### config.mk
export PLATFORM = sky130hd
export DESIGN_NAME = rsl_ref_switch
export DESIGN_NICKNAME = d
export VERILOG_FILES = /design/src/design/rsl_pkg.sv /design/src/design/rsl_lock_mon.sv /design/src/design/rsl_ref_switch.sv
export SDC_FILE = /design/constraint.sdc
export NUM_CORES = 2
export LEC_CHECK = 0
export BUFFER_PORTS_ARGS = -buffer_cell sky130_fd_sc_hd__buf_4
export CORE_ASPECT_RATIO = 0.75
export CORE_MARGIN = 2
export CORE_UTILIZATION = 60
export CTS_CLUSTER_SIZE = 30
export DETAILED_ROUTE_END_ITERATION = 8
export MAX_ROUTING_LAYER = met4
export PLACE_DENSITY = 0.8
export SLEW_MARGIN = 15
export SYNTH_ARGS = -nofsm -noshare
export SYNTH_HDL_FRONTEND = slang
export SYNTH_SLANG_ARGS = --single-unit
### constraint.sdc
create_clock -name ref_clk -period 25.2 [get_ports ref_clk]
set_clock_uncertainty 0.1 [all_clocks]
set_input_delay 1.26 -clock ref_clk [delete_from_list [all_inputs] [get_ports ref_clk]]
set_output_delay 1.26 -clock ref_clk [all_outputs]
set_load 0.005 [all_outputs]
### src/design/rsl_pkg.sv
/*
  rsl_pkg: shared constants for the reference switch and lock monitor.
  assumes: a single 10 MHz system clock and flattened per-loop port vectors.
*/
package rsl_pkg;
  // ****************************************************************
  // sizes
  // ****************************************************************
  localparam int NUM_IN      = 14;  // reference inputs
  localparam int NUM_LOS     = 4;   // loss-of-signal pins
  localparam int NUM_LOOP    = 3;   // loop_one, loop_two, loop_three
  localparam int NUM_ALM     = 2;   // loops with a phase lock alarm
  localparam int IDX_W       = 4;   // input index width, 0 means none
  localparam int PRIO_W      = 4;   // priority width, lower value wins
  localparam int FINE_W      = 3;   // fine phase limit field
  localparam int SOFT_W      = 7;   // soft frequency limit field
  localparam int HARD_W      = 16;  // hard frequency limit field
  localparam int TOV_W       = 6;   // lock timeout value field
  localparam int SCALE_W     = 2;   // lock timeout scale field
  localparam int PER_W       = 16;  // nominal input period in cycles
  localparam int GAP_W       = 18;  // missing-edge gap counter
  localparam int PHE_W       = 8;   // phase error magnitude
  localparam int FOFS_W      = 24;  // offset magnitude, 0.0002 ppm units
  localparam int LIM_W       = 19;  // scaled frequency limit
  localparam int AGE_W       = 8;   // seconds counter of alarms
  localparam int LCNT_W      = 26;  // lock qualification counter
  localparam int SCNT_W      = 24;  // seconds prescaler
  // ****************************************************************
  // timing
  // ****************************************************************
  localparam int SYS_CLK_HZ  = 10_000_000;
  localparam int SEC_TIME_S  = 1;   // timebase tick period
  localparam int LOCK_TIME_S = 2;   // lock qualification time
  localparam int SEC_CYCLES  = SYS_CLK_HZ * SEC_TIME_S;
  localparam int LOCK_CYCLES = SEC_CYCLES * LOCK_TIME_S;
  localparam int MISS_EDGES  = 3;   // missed input cycles for fast loss
  // ****************************************************************
  // limit scaling: offset unit is 0.0002 ppm
  // ****************************************************************
  localparam logic [11:0] SOFT_STEP = 12'hE24;  // 0.724 ppm
  localparam logic [11:0] HARD_STEP = 12'h007;  // 0.0014 ppm
  localparam logic [4:0]  FINE_STEP = 5'h1F;    // phase units per limit step
  localparam logic [IDX_W-1:0] NO_REF = 4'h0;
endpackage : rsl_pkg

### src/design/rsl_lock_mon.sv
/*
  rsl_lock_mon: lock qualification of one loop.
  assumes: event inputs are levels on ref_clk; enables are static software bits.
*/
`timescale 1ns/10ps
module rsl_lock_mon #(
  parameter int LOCK_CYC = rsl_pkg::LOCK_CYCLES
) (
  input  wire logic ref_clk,
  input  wire logic rstn,
  input  wire logic ce,
  input  wire logic fast_loss,
  input  wire logic fast_en,
  input  wire logic fine_loss,
  input  wire logic fine_en,
  input  wire logic coarse_loss,
  input  wire logic coarse_en,
  input  wire logic hard_alarm,
  input  wire logic hard_en,
  input  wire logic restart,
  output logic      locked
);
  // ****************************************************************
  // qualification timer
  // ****************************************************************
  logic                      unlock_ev;
  logic [rsl_pkg::LCNT_W-1:0] quiet_r;

  // only enabled events break lock
  assign unlock_ev = (fast_loss & fast_en) | (fine_loss & fine_en)
                   | (hard_alarm & hard_en) | (coarse_loss & coarse_en);

  // count quiet cycles, lock after the full interval
  always_ff @(posedge ref_clk)
  begin
    if (!rstn)
      quiet_r <= '0;
    else if (ce)
    begin
      if (unlock_ev || restart)
        quiet_r <= '0;
      else if (quiet_r < LOCK_CYC[rsl_pkg::LCNT_W-1:0])
        quiet_r <= quiet_r + 1'b1;
    end
  end

  assign locked = (quiet_r == LOCK_CYC[rsl_pkg::LCNT_W-1:0]);
endmodule : rsl_lock_mon

### src/design/rsl_ref_switch.sv
/*
  rsl_ref_switch: reference selection, loss pins, loss events and lock
  supervision for three digital loops.
  assumes: reference clocks and loss pins are asynchronous pins; qualification,
  phase error and frequency offset come from logic on ref_clk.
*/
//
// Functional notes
// - loops one and two revert by a bit; loop three always reverts
// - revertive: switch on disqualification or when a better qualified input exists
// - revertive selection takes the highest priority qualified input
// - non-revertive: keep input until disqualified, then take the best one
// - selected index reported on 4 bits; takes the best index one cycle later when revertive
// - four loss pins; high pin disqualifies its associated inputs
// - per-input enables map loss pins; none mapped after reset
// - fast loss after 3 missed input cycles, cleared by next edge
// - fast loss unlocks loops one and two by bit, loop three always
// - fine phase loss while error exceeds 3-bit limit; unlocks when enabled
// - soft and hard frequency alarms; only hard unlocks, when enabled
// - soft limit is field times 0.724 ppm
// - hard limit is field times 0.0014 ppm
// - locked after 2 seconds free of enabled events; shown on status and pins
// - disabled events, coarse included, never affect lock
// - loops one and two raise per-input alarm when lock exceeds timeout
// - alarm cleared by write-one or automatically after the timeout period
// - alarmed input is disqualified for loops one and two
`timescale 1ns/10ps
module rsl_ref_switch #(
  parameter int SEC_CYC  = rsl_pkg::SEC_CYCLES,
  parameter int LOCK_CYC = rsl_pkg::LOCK_CYCLES
) (
  input  wire logic                                                  ref_clk,
  input  wire logic                                                  rstn,
  input  wire logic                                                  ce,
  input  wire logic [rsl_pkg::NUM_IN-1:0]                            ref_clk_pins,
  input  wire logic [rsl_pkg::NUM_LOS-1:0]                           signal_loss_pins,
  input  wire logic [rsl_pkg::NUM_IN*rsl_pkg::NUM_LOS-1:0]           loss_pin_assign_en,
  input  wire logic [rsl_pkg::NUM_IN-1:0]                            ref_qualified,
  input  wire logic [rsl_pkg::NUM_IN*rsl_pkg::PRIO_W-1:0]            ref_priority,
  input  wire logic [rsl_pkg::NUM_ALM-1:0]                           revertive_en,
  input  wire logic [rsl_pkg::NUM_LOOP*rsl_pkg::PER_W-1:0]           ref_period,
  input  wire logic [rsl_pkg::NUM_ALM-1:0]                           fast_loss_unlock_en,
  input  wire logic [rsl_pkg::NUM_LOOP*rsl_pkg::PHE_W-1:0]           phase_err,
  input  wire logic [rsl_pkg::NUM_LOOP*rsl_pkg::FINE_W-1:0]          fine_phase_limit,
  input  wire logic [rsl_pkg::NUM_LOOP-1:0]                          fine_phase_unlock_en,
  input  wire logic [rsl_pkg::NUM_LOOP-1:0]                          coarse_phase_loss,
  input  wire logic [rsl_pkg::NUM_LOOP-1:0]                          coarse_phase_unlock_en,
  input  wire logic [rsl_pkg::NUM_LOOP*rsl_pkg::FOFS_W-1:0]          freq_offset,
  input  wire logic [rsl_pkg::NUM_LOOP*rsl_pkg::SOFT_W-1:0]          soft_freq_limit,
  input  wire logic [rsl_pkg::NUM_LOOP*rsl_pkg::HARD_W-1:0]          hard_freq_limit,
  input  wire logic [rsl_pkg::NUM_LOOP-1:0]                          hard_freq_unlock_en,
  input  wire logic [rsl_pkg::NUM_ALM*rsl_pkg::TOV_W-1:0]            lock_timeout_value,
  input  wire logic [rsl_pkg::NUM_ALM*rsl_pkg::SCALE_W-1:0]          lock_timeout_scale,
  input  wire logic [rsl_pkg::NUM_ALM-1:0]                           alarm_autoclear_sel,
  input  wire logic [rsl_pkg::NUM_ALM*rsl_pkg::NUM_IN-1:0]           alarm_clear_w1c,
  output logic      [rsl_pkg::NUM_LOOP*rsl_pkg::IDX_W-1:0]           active_ref_index,
  output logic      [rsl_pkg::NUM_LOOP*rsl_pkg::IDX_W-1:0]           best_valid_ref_index,
  output logic      [rsl_pkg::NUM_LOOP-1:0]                          fast_loss,
  output logic      [rsl_pkg::NUM_LOOP-1:0]                          fine_phase_loss,
  output logic      [rsl_pkg::NUM_LOOP-1:0]                          soft_freq_alarm,
  output logic      [rsl_pkg::NUM_LOOP-1:0]                          hard_freq_alarm,
  output logic      [rsl_pkg::NUM_LOOP-1:0]                          loop_locked,
  output logic      [rsl_pkg::NUM_LOOP-1:0]                          lock_pins,
  output logic      [rsl_pkg::NUM_ALM*rsl_pkg::NUM_IN-1:0]           phase_lock_alarm_flag
);
  localparam int NI = rsl_pkg::NUM_IN;
  localparam int NL = rsl_pkg::NUM_LOS;
  localparam int IW = rsl_pkg::IDX_W;
  localparam int PW = rsl_pkg::PRIO_W;

  // ****************************************************************
  // best qualified input: lowest priority value wins, 0 means none
  // ****************************************************************
  function automatic logic [rsl_pkg::IDX_W-1:0] best_of(
    input logic [rsl_pkg::NUM_IN-1:0]               qual,
    input logic [rsl_pkg::NUM_IN*rsl_pkg::PRIO_W-1:0] prio
  );
    logic [rsl_pkg::IDX_W-1:0]  idx;
    logic [rsl_pkg::PRIO_W-1:0] bp;
    idx = rsl_pkg::NO_REF;
    bp  = '1;
    for (int i = 0; i < rsl_pkg::NUM_IN; i++)
    begin
      if (qual[i] && (idx == rsl_pkg::NO_REF || prio[i*rsl_pkg::PRIO_W +: rsl_pkg::PRIO_W] < bp))
      begin
        idx = rsl_pkg::IDX_W'(i + 1);
        bp  = prio[i*rsl_pkg::PRIO_W +: rsl_pkg::PRIO_W];
      end
    end
    return idx;
  endfunction : best_of

  // ****************************************************************
  // pin synchronisers: three stages, a change counts when 2 and 3 agree
  // ****************************************************************
  logic [NI+NL-1:0] pin_s1_r;
  logic [NI+NL-1:0] pin_s2_r;
  logic [NI+NL-1:0] pin_s3_r;
  logic [NI+NL-1:0] pin_f_r;
  logic [NI-1:0]    ref_edge_r;

  always_ff @(posedge ref_clk)
  begin
    if (!rstn)
    begin
      pin_s1_r <= '0;
      pin_s2_r <= '0;
      pin_s3_r <= '0;
    end
    else if (ce)
    begin
      pin_s1_r <= {signal_loss_pins, ref_clk_pins};
      pin_s2_r <= pin_s1_r;
      pin_s3_r <= pin_s2_r;
    end
  end

  // filtered level and rising edge of each reference
  always_ff @(posedge ref_clk)
  begin
    if (!rstn)
    begin
      pin_f_r    <= '0;
      ref_edge_r <= '0;
    end
    else if (ce)
    begin
      pin_f_r    <= (pin_s2_r & pin_s3_r) | (pin_f_r & (pin_s2_r | pin_s3_r));
      ref_edge_r <= pin_s2_r[NI-1:0] & pin_s3_r[NI-1:0] & ~pin_f_r[NI-1:0];
    end
  end

  // ****************************************************************
  // loss pin mapping, cleared by reset
  // ****************************************************************
  logic [NI*NL-1:0] los_map_r;
  logic [NI-1:0]    los_disq;

  always_ff @(posedge ref_clk)
  begin
    if (!rstn)
      los_map_r <= '0;
    else if (ce)
      los_map_r <= loss_pin_assign_en;
  end

  genvar gi;
  generate
    for (gi = 0; gi < NI; gi++)
    begin : g_los
      assign los_disq[gi] = |(los_map_r[gi*NL +: NL] & pin_f_r[NI +: NL]);
    end
  endgenerate

  // ****************************************************************
  // seconds timebase
  // ****************************************************************
  logic [rsl_pkg::SCNT_W-1:0] sec_cnt_r;
  logic                      sec_tick;

  assign sec_tick = (sec_cnt_r == rsl_pkg::SCNT_W'(SEC_CYC - 1));

  always_ff @(posedge ref_clk)
  begin
    if (!rstn)
      sec_cnt_r <= '0;
    else if (ce)
      sec_cnt_r <= sec_tick ? '0 : sec_cnt_r + 1'b1;
  end

  // ****************************************************************
  // per loop: selection, loss events, lock; phase lock alarm on loops one and two only
  // ****************************************************************
  genvar gl;
  generate
    for (gl = 0; gl < rsl_pkg::NUM_LOOP; gl++)
    begin : g_loop
      logic [NI-1:0]              alarm_vec;
      logic [NI-1:0]              qual;
      logic [IW-1:0]              best;
      logic [IW-1:0]              sel_r;
      logic                       revert;
      logic                       sel_bad;
      logic [rsl_pkg::GAP_W-1:0]  gap_r;
      logic [rsl_pkg::GAP_W-1:0]  gap_lim;
      logic                       fast_r;
      logic                       fine_r;
      logic                       soft_r;
      logic                       hard_r;
      logic                       fast_en;
      logic                       locked;
      logic [rsl_pkg::FOFS_W-1:0] ofs;

      // qualification per loop, alarmed inputs removed on loops one and two
      assign qual    = ref_qualified & ~los_disq & ~alarm_vec;
      assign best    = best_of(qual, ref_priority);
      assign revert  = (gl == rsl_pkg::NUM_LOOP - 1) ? 1'b1 : revertive_en[gl % rsl_pkg::NUM_ALM];
      assign sel_bad = (sel_r == rsl_pkg::NO_REF) || !qual[sel_r - 1'b1];

      // selected input register
      always_ff @(posedge ref_clk)
      begin
        if (!rstn)
          sel_r <= rsl_pkg::NO_REF;
        else if (ce)
        begin
          if (revert)
            sel_r <= best;
          else if (sel_bad)
            sel_r <= best;
        end
      end

      assign active_ref_index[gl*IW +: IW]     = sel_r;
      assign best_valid_ref_index[gl*IW +: IW] = best;

      // fast loss: gap beyond three nominal input periods
      assign gap_lim = rsl_pkg::GAP_W'(ref_period[gl*rsl_pkg::PER_W +: rsl_pkg::PER_W])
                     * rsl_pkg::GAP_W'(rsl_pkg::MISS_EDGES);
      always_ff @(posedge ref_clk)
      begin
        if (!rstn)
        begin
          gap_r  <= '0;
          fast_r <= 1'b0;
        end
        else if (ce)
        begin
          if (sel_r == rsl_pkg::NO_REF || ref_edge_r[sel_r - 1'b1] || sel_r != best && revert)
          begin
            gap_r  <= '0;
            fast_r <= 1'b0;
          end
          else
          begin
            if (gap_r != '1)
              gap_r <= gap_r + 1'b1;
            if (gap_r >= gap_lim)
              fast_r <= 1'b1;
          end
        end
      end

      // fine phase and frequency alarms, levels that follow the limits
      assign ofs = freq_offset[gl*rsl_pkg::FOFS_W +: rsl_pkg::FOFS_W];
      always_ff @(posedge ref_clk)
      begin
        if (!rstn)
        begin
          fine_r <= 1'b0;
          soft_r <= 1'b0;
          hard_r <= 1'b0;
        end
        else if (ce)
        begin
          fine_r <= phase_err[gl*rsl_pkg::PHE_W +: rsl_pkg::PHE_W]
                    > rsl_pkg::PHE_W'(fine_phase_limit[gl*rsl_pkg::FINE_W +: rsl_pkg::FINE_W]
                    * rsl_pkg::FINE_STEP);
          soft_r <= ofs > rsl_pkg::FOFS_W'(soft_freq_limit[gl*rsl_pkg::SOFT_W +: rsl_pkg::SOFT_W]
                    * rsl_pkg::SOFT_STEP);
          hard_r <= ofs > rsl_pkg::FOFS_W'(hard_freq_limit[gl*rsl_pkg::HARD_W +: rsl_pkg::HARD_W]
                    * rsl_pkg::HARD_STEP);
        end
      end

      assign fast_loss[gl]       = fast_r;
      assign fine_phase_loss[gl] = fine_r;
      assign soft_freq_alarm[gl] = soft_r;
      assign hard_freq_alarm[gl] = hard_r;
      assign fast_en = (gl == rsl_pkg::NUM_LOOP - 1) ? 1'b1 : fast_loss_unlock_en[gl % rsl_pkg::NUM_ALM];

      // lock qualification, restarted while no input is selected
      rsl_lock_mon #(
        .LOCK_CYC (LOCK_CYC)
      ) u_lock (
        .ref_clk     (ref_clk),
        .rstn        (rstn),
        .ce          (ce),
        .fast_loss   (fast_r),
        .fast_en     (fast_en),
        .fine_loss   (fine_r),
        .fine_en     (fine_phase_unlock_en[gl]),
        .coarse_loss (coarse_phase_loss[gl]),
        .coarse_en   (coarse_phase_unlock_en[gl]),
        .hard_alarm  (hard_r),
        .hard_en     (hard_freq_unlock_en[gl]),
        .restart     (sel_r == rsl_pkg::NO_REF),
        .locked      (locked)
      );
      assign loop_locked[gl] = locked;
      assign lock_pins[gl]   = locked;

      if (gl < rsl_pkg::NUM_ALM)
      begin : g_alm
        logic [rsl_pkg::AGE_W-1:0] period;
        logic [rsl_pkg::AGE_W-1:0] wait_r;
        logic [IW-1:0]             prev_r;
        logic                      raise;
        logic [NI-1:0]             flag_r;

        assign period = rsl_pkg::AGE_W'(lock_timeout_value[gl*rsl_pkg::TOV_W +: rsl_pkg::TOV_W]
                      * lock_timeout_scale[gl*rsl_pkg::SCALE_W +: rsl_pkg::SCALE_W]);
        assign raise  = sec_tick && !locked && sel_r != rsl_pkg::NO_REF
                      && period != '0 && wait_r + 1'b1 >= period;

        // seconds spent unlocked on the current input
        always_ff @(posedge ref_clk)
        begin
          if (!rstn)
          begin
            wait_r <= '0;
            prev_r <= rsl_pkg::NO_REF;
          end
          else if (ce)
          begin
            prev_r <= sel_r;
            if (locked || sel_r != prev_r || raise)
              wait_r <= '0;
            else if (sec_tick)
              wait_r <= wait_r + 1'b1;
          end
        end

        for (gi = 0; gi < NI; gi++)
        begin : g_flag
          logic [rsl_pkg::AGE_W-1:0] age_r;
          logic                      set;
          logic                      clr;

          assign set = raise && sel_r == IW'(gi + 1);
          assign clr = alarm_autoclear_sel[gl] ? (sec_tick && age_r + 1'b1 >= period)
                                               : alarm_clear_w1c[gl*NI + gi];

          // alarm flag, a set in the clearing cycle wins
          always_ff @(posedge ref_clk)
          begin
            if (!rstn)
            begin
              flag_r[gi] <= 1'b0;
              age_r      <= '0;
            end
            else if (ce)
            begin
              if (set)
              begin
                flag_r[gi] <= 1'b1;
                age_r      <= '0;
              end
              else if (flag_r[gi] && clr)
                flag_r[gi] <= 1'b0;
              else if (flag_r[gi] && sec_tick)
                age_r <= age_r + 1'b1;
            end
          end
        end

        assign alarm_vec = flag_r;
        assign phase_lock_alarm_flag[gl*NI +: NI] = flag_r;
      end
      else
      begin : g_noalm
        assign alarm_vec = '0;
      end
    end
  endgenerate
endmodule : rsl_ref_switch

Word-level counts from Yosys, hierarchy flattened:

Cells that the tools add are included.
Widths: inputs -> output; s select.

* $lt $le $gt $ge: 87
* reductions and logical operators: 417
* bitwise gates (word level): 47
* eq/ne operators: 68
* multiply operators: 14
* add/subtract/negate cells: 40
* muxes and demuxes: 286

Operators by type and width (number)
* $mux 8: 88
* $mux 4: 82
* $add 8x1->8 const B: 30
* $ge 8x8->1: 30
* $logic_not 4->1: 42
* $logic_and 1x1->1: 161
* $lt 4x4->1: 39
* $mux 26: 6
* $gt 24x19->1: 6
* $reduce_bool 2->1: 69
* $mux 18: 6
* $mux 1: 98
* $reduce_and 3->1: 28
* $reduce_and 2->1: 41
* $add 26x1->26 const B: 3
* $eq 26x25->1 const B: 3
* $lt 26x25->1 const B: 3
* $and 14x14->14: 5
* $mul 16x3->19 const B: 3
* $and 4x4->4: 14
* $eq 4x4->1 const B: 14
* $ne 2x2->1 const B: 28
* $not 14->14: 4
* $reduce_or 4->1: 14
* 26 further kinds: 142

* bits of input ports: 431
* register bits after elaboration: 598

Logic depth before layout (Yosys ltp):

* word-level depth: 63
* gate-level depth with buffers: 113

Hierarchy:

Synthesis repeated with hierarchy kept, for this count alone.

* cell total of the unflattened synthesis: 6975
* area total of the unflattened synthesis: 55967.4 sq um

Modules (own cells, without submodules)
* rsl_ref_switch: area an instance 51174.1 sq um, sequential area each 10410.0 sq um, instances 1, cells an instance 6372
* rsl_lock_mon: area an instance 1597.8 sq um, sequential area each 520.5 sq um, instances 3, cells an instance 201

Least setup slack after synthesis:

OpenSTA, ideal clock, no wires.

* kind: input to register
* start point: input port ref_qualified[0] in the netlist's numbering
* end point: register g_loop[2].gap_r[10] in the netlist's numbering
* slack: 4472 ps
* data arrival time: 20500 ps
* stages: 98
* library setup time: 128 ps
* path buffers: 1
* cell sequence: a21boi_1 -> nand2_1 -> nor2_1 -> ha_1 -> a21o_1 -> a21o_1 -> a21oi_1 -> o21bai_1 -> a21oi_1 -> inv_1 -> ha_1 -> o31a_1 -> o21a_1 -> o211ai_1 -> nand2_1 -> mux2i_1 -> ha_1 -> or2_2 -> [... 62 more ...] -> ha_1 -> o211ai_1 -> a31oi_1 -> o41ai_1 -> a32oi_1 -> mux2_2 -> ha_1 -> a21o_1 -> a211o_1 -> o31ai_1 -> a31oi_1 -> a2111oi_0 -> nand3_1 -> and3_1 -> clkbuf_1 -> nand3_1 -> xor2_1 -> nor2_1

* word-level cells in the longest chain between the ends: 58
* elaborated cells between the ends (all ways): 85
* those cells by class: order compare: 13; eq/ne: 1; mux: 28; bitwise: 1; reduce/logical: 42

Ends and longest elaborated chain
* start, declared: line rsl_ref_switch.sv:38 `input wire logic [rsl_pkg::NUM_IN-1:0] ref_qualified,`
* $and 14x14->14 (*): line rsl_ref_switch.sv:195 `assign qual = ref_qualified & ~los_disq & ~alarm_vec;`
* $mux 4 / $mux 1 (equally long branches): line rsl_ref_switch.sv:84 `if (qual[i] && (idx == rsl_pkg::NO_REF || prio[i*rsl_pkg::PRIO_W +: rsl_pkg::PRIO_W] < bp))`
* $lt 4x4->1 / $logic_not 4->1 (equally long branches): line rsl_ref_switch.sv:84
* $logic_or 1x1->1: line rsl_ref_switch.sv:84
* $logic_and 1x1->1: line rsl_ref_switch.sv:84
* $mux 4: line rsl_ref_switch.sv:84
* $lt 4x4->1 / $logic_not 4->1 (equally long branches): line rsl_ref_switch.sv:84
* $logic_or 1x1->1: line rsl_ref_switch.sv:84
* [... 42 more ...]
* $lt 4x4->1 / $logic_not 4->1 (equally long branches): line rsl_ref_switch.sv:84
* $logic_or 1x1->1: line rsl_ref_switch.sv:84
* $logic_and 1x1->1: line rsl_ref_switch.sv:84
* $mux 4 (*): line rsl_ref_switch.sv:84
* $ne 4x4->1 (*): line rsl_ref_switch.sv:229 `if (sel_r == rsl_pkg::NO_REF || ref_edge_r[sel_r - 1'b1] || sel_r != best && revert)`
* $logic_or 1x1->1 (*): line rsl_ref_switch.sv:229
* $reduce_bool 2->1 (no line)
* $reduce_and 2->1 (no line)
* end signal, assigned: line rsl_ref_switch.sv:237 `gap_r <= gap_r + 1'b1;`
* end, declared: line rsl_ref_switch.sv:184 `logic [rsl_pkg::GAP_W-1:0] gap_r;`

Mark *: on every way between the ends. The rest lies on a longest branch, timed or not.
A chain may end at the register's enable or synchronous reset.

Worst setup path after layout:

* start point: register pin_f_r[14]
* end point: output port best_valid_ref_index[2] in the netlist's numbering

* word-level cells in the longest chain between the ends: 58
* elaborated cells between the ends (all ways): 110
* those cells by class: order compare: 13; mux: 27; bitwise: 17; reduce/logical: 53

Ends and longest elaborated chain
* start, declared: line rsl_ref_switch.sv:99 `logic [NI+NL-1:0] pin_f_r;`
* start signal, assigned: line rsl_ref_switch.sv:128 `pin_f_r <= (pin_s2_r & pin_s3_r) | (pin_f_r & (pin_s2_r | pin_s3_r));`
* $and 4x4->4: line rsl_ref_switch.sv:151 `assign los_disq[gi] = |(los_map_r[gi*NL +: NL] & pin_f_r[NI +: NL]);`
* $reduce_or 4->1: line rsl_ref_switch.sv:151
* $not 14->14 (*): line rsl_ref_switch.sv:195
* $and 14x14->14 (*) (2 in a row): line rsl_ref_switch.sv:195
* $mux 4 / $mux 1 (equally long branches): line rsl_ref_switch.sv:84
* $lt 4x4->1 / $logic_not 4->1 (equally long branches): line rsl_ref_switch.sv:84
* $logic_or 1x1->1: line rsl_ref_switch.sv:84
* $logic_and 1x1->1: line rsl_ref_switch.sv:84
* [... 41 more ...]
* $lt 4x4->1 / $logic_not 4->1 (equally long branches): line rsl_ref_switch.sv:84
* $logic_or 1x1->1: line rsl_ref_switch.sv:84
* $logic_and 1x1->1: line rsl_ref_switch.sv:84
* $mux 4: line rsl_ref_switch.sv:84
* $lt 4x4->1 / $logic_not 4->1 (equally long branches): line rsl_ref_switch.sv:84
* $logic_or 1x1->1: line rsl_ref_switch.sv:84
* $logic_and 1x1->1: line rsl_ref_switch.sv:84
* $mux 4 (*): line rsl_ref_switch.sv:84
* end, declared: line rsl_ref_switch.sv:57 `output logic [rsl_pkg::NUM_LOOP*rsl_pkg::IDX_W-1:0] best_valid_ref_index,`

Marked as above.

==> results.yml <==
worst_setup_path:
  path_class: "register to primary output"
  crit_required_ns: 23.84
  reg2reg_from: "pin_f_r[14]"
  crit_path_max_fanout: 16
  cpPeakStageDelay_ns: 0.50
  crit_slowest_cell: "dfxtp_1"
  endpoint_kind: "primary output"
  startpoint_type: "register"
  cp.arrival_ns: 22.22
  r2r_setup_slack_ns: 2.15
  cpMostUsedCell: "ha_1"
  reg2reg_to: "g_loop[2].gap_r[14]"
  r2r_cells: 101
sta:
  fin_crit_sh_pct: 93.57
  final_hold_viol_count: 0
  finalSetupViolCount: 0
  finalMaxSlewViolations: 0
  worst_pin_slew_ns: 1.026
  tns_ns: 0
  rsz0062_at_grt: "no"
  holdWs_ns: 0.3780
  clock.fmax_mhz: 42.41
  slew_headroom_pct: 31.34
  period_minus_slack_ns: 23.58
yosys:
  ys_warn_count: 0
  seq_area_frac_synth_pct: 21.44
  netlist_top_cells_area: "dfxtp_1, ha_1, nor2b_1"
  synth_compound_area_share_pct: 19.81
  synth_top_cell_by_area: "dfxtp_1"
  synth_xor_area_share_pct: 7.011
  ys_ff_latch: 598
  synth_cells: 6744
  yosys-top-cells-count: "ha_1, dfxtp_1, nor2_1"
  synthMuxAreaShare_pct: 4.687
  synth_edf_count: 0
  synth.cell_area_um2: 55840
  synthAdderAreaFrac_pct: 21.39
  syn-num-nets: 8070
  netlist.area_leader.share_pct: 21.44
  yosysMostFrequentCell: "ha_1"
  synth_top_family_by_area: "simple AND/OR/NAND/NOR gates"
  synthFlopType: "dfxtp_1"
  async_reset_ff_share_pct: 0
  synth_cell_types: 122
  syn_avg_cell_area_um2: 8.281
  synth-simple-area-share_pct: 21.49
drt:
  wirelength_met1_mm: 76.07
  routed-wl-met3_mm: 13.54
  remaining_drc_errors: 0
  avgViaCountPerCell: 6.074
  routedWlPerCell_um: 19.66
  wirelength_mm: 166.4
  wl_met2_mm: 71.50
  first_iter_violations: 4639
  highest_layer: "met4"
  antenna_left: 0
  num_vias: 51411
  dr.pass1.iters: 6
worst_hold_path:
  hold_start: "g_loop[0].soft_r"
  min_to: "g_loop[0].soft_r"
  hp-class: "register to register"
  holdPathStages: 2
run:
  drv_cap: 0
clock_network:
  htree_levels: 3
  cts_hold_buf: 0
  cts_tree: "built"
  cts_made_buffers: 67
  cts-root-buf: "clkbuf_16"
  clockBufferDepth: 3
  clk_pin_slew_ns: 0.06
  cts.sinks: 598
  clk_latency_ns: 0.65
finish:
  nNetsFinal: 8491
  drive_gt1_share_pct: 11.25
  fillers: 7617
  area_delta_synth_final_pct: 12.84
floorplan:
  dieArea_um2: 95560
  die_w_um: 356.3
  ioPinCount: 501
  dieHeight_um: 268.2
  coreArea_um2: 91890
  initial_utilization_pct: 60.77
  floorplan.rows: 96
global_route:
  antenna_found_initial: 22
  grt_pass1_wl_mm: 261.0
  grtUsageTotal_pct: 34.85
  first_global_vias: 48620
  grt_max_degree: 123
  overflow: 0
pwr:
  leakage_nw: 28.73
  vdd_drop_max_uv: 50.51
  pwr_density_cell_nw_per_um2: 60.47
place:
  io_buffers: 500
  dp_hpwl_mm: 129.2
  place.gp.congestion: 1.001
status:
  status: "finished clean"
-- power by group --
group | leakage (nW) | switching [W] | internal, W
clock | 1.05 | 0.000441 | 0.000556
sequential | 4.84 | 0.0000354 | 0.000968
combinational | 22.8 | 0.00106 | 0.000745
total | 28.7 | 0.00154 | 0.00227
-- flip-flops by register name, indices dropped and copies added, names as in the netlist --
signal and count:
g_loop.gap_r 54, g_loop.u_lock.quiet_r 78, sec_cnt_r 24, g_loop.fast_r 3, pin_s2_r 18, phase_lock_alarm_flag 28
g_loop.sel_r 12, los_map_r 56, g_loop.g_alm.g_flag.age_r 224, g_loop.fine_r 3, g_loop.g_alm.wait_r 16, ref_edge_r 14
g_loop.g_alm.prev_r 8, g_loop.soft_r 3, pin_s1_r 18, pin_s3_r 18, g_loop.hard_r 3, pin_f_r 18
-- cell families (layout without fill, tap and decap cells) --
logic type | after synthesis | count (layout)
AND/OR/NAND/NOR | 2299 | 2299
XOR/XNOR | 447 | 447
other | 0 | 22
flip-flops | 598 | 598
adder cells (fa/ha/maj) | 905 | 905
multiplexers | 235 | 235
buffers and inverters | 587 | 1060
AO/OA/AOI/OAI | 1673 | 1673
-- repair_timing --
item | in CTS | in global routing
resized for setup | 0 | 9
endpoints found under the setup margin | 0 | 46
buffers inserted | 0 | 3
-- worst max path at each step --
| stage | to | depth (start not counted) | startpoint | slack [ns] |
|---|---|---|---|---|
| floorplan | g_loop[2].gap_r[10] | 98 | ref_qualified[0] | 4.47 |
| global placement | g_loop[2].gap_r[10] | 101 | ref_qualified[0] | 1.71 |
| detailed placement | g_loop[2].gap_r[14] | 102 | ref_qualified[0] | 1.38 |
| CTS | best_valid_ref_index[2] | 98 | ref_qualified[0] | 1.36 |
| global route | best_valid_ref_index[2] | 99 | pin_f_r[14] | 0.02 |
| finish | best_valid_ref_index[2] | 99 | pin_f_r[14] | 1.62 |
-- per-stage QoR --
| stage | worst slack [ns] | power, W | instance area (um^2) | instances | utilization, % |
|---|---|---|---|---|---|
| after floorplan | 4.472 | 0.002239 | 55840 | 6744 | - |
| after CTS | 1.363 | 0.003777 | 62890 | 8439 | 68.44 |
| after global routing | 0.02480 | 0.004042 | 63010 | 8461 | 68.57 |
| after global placement | 1.708 | 0.002725 | 60710 | 8318 | 66.07 |
| final | 1.621 | 0.003811 | 63010 | 8464 | 68.58 |
| after detailed placement | 1.385 | 0.002776 | 60710 | 8318 | 66.07 |
-- critical path: cells and delay by family (launching register included) --
family | cells | cell delay (ns)
adder cells (fa/ha/maj) | 13 | 3.89
multiplexers | 7 | 1.52
buffers and inverters | 11 | 1.07
AND/OR/NAND/NOR | 23 | 3.31
flip-flops | 1 | 0.50
AO/OA/AOI/OAI | 45 | 11.24
-- area by class of cell --
cell class	instances	area (um^2)	share of cell area (%)
Antenna cell	22	55.05	0.08737
Clock buffer	94	1858	2.949
Clock inverter	27	322.8	0.5123
Inverter	392	1474	2.339
Multi-Input combinational cell	5559	41680	66.14
Sequential cell	598	11970	19.00
Tap cell	1225	1533	2.432
Timing Repair Buffer	547	4121	6.541
-- placed cells by master (no fill, tap or decap), types with 72 or more instances in the layout --
cell type	n
ha_1	809
dfxtp_1	598
buf_4	545
nor2_1	530
o21ai_0	403
a21oi_1	401
inv_1	390
nand2_1	388
nor2b_1	354
xnor2_1	229
xor2_1	210
nand3_1	208
mux2i_1	195
a21boi_0	155
nand2b_1	149
and2_1	129
and3_1	126
or3_1	99
a22oi_1	90
a21o_1	89
o21a_1	88
fa_1	86
o21bai_1	85
nor3_1	72
-- metal layers --
metal	up-vias	track usage (%)
li1	24946	-
met1	24371	47.55
met2	1789	52.77
met3	305	5.562
met4	0	10.89
met5	-	-
Note: power is estimated with default switching activity, not from simulation.
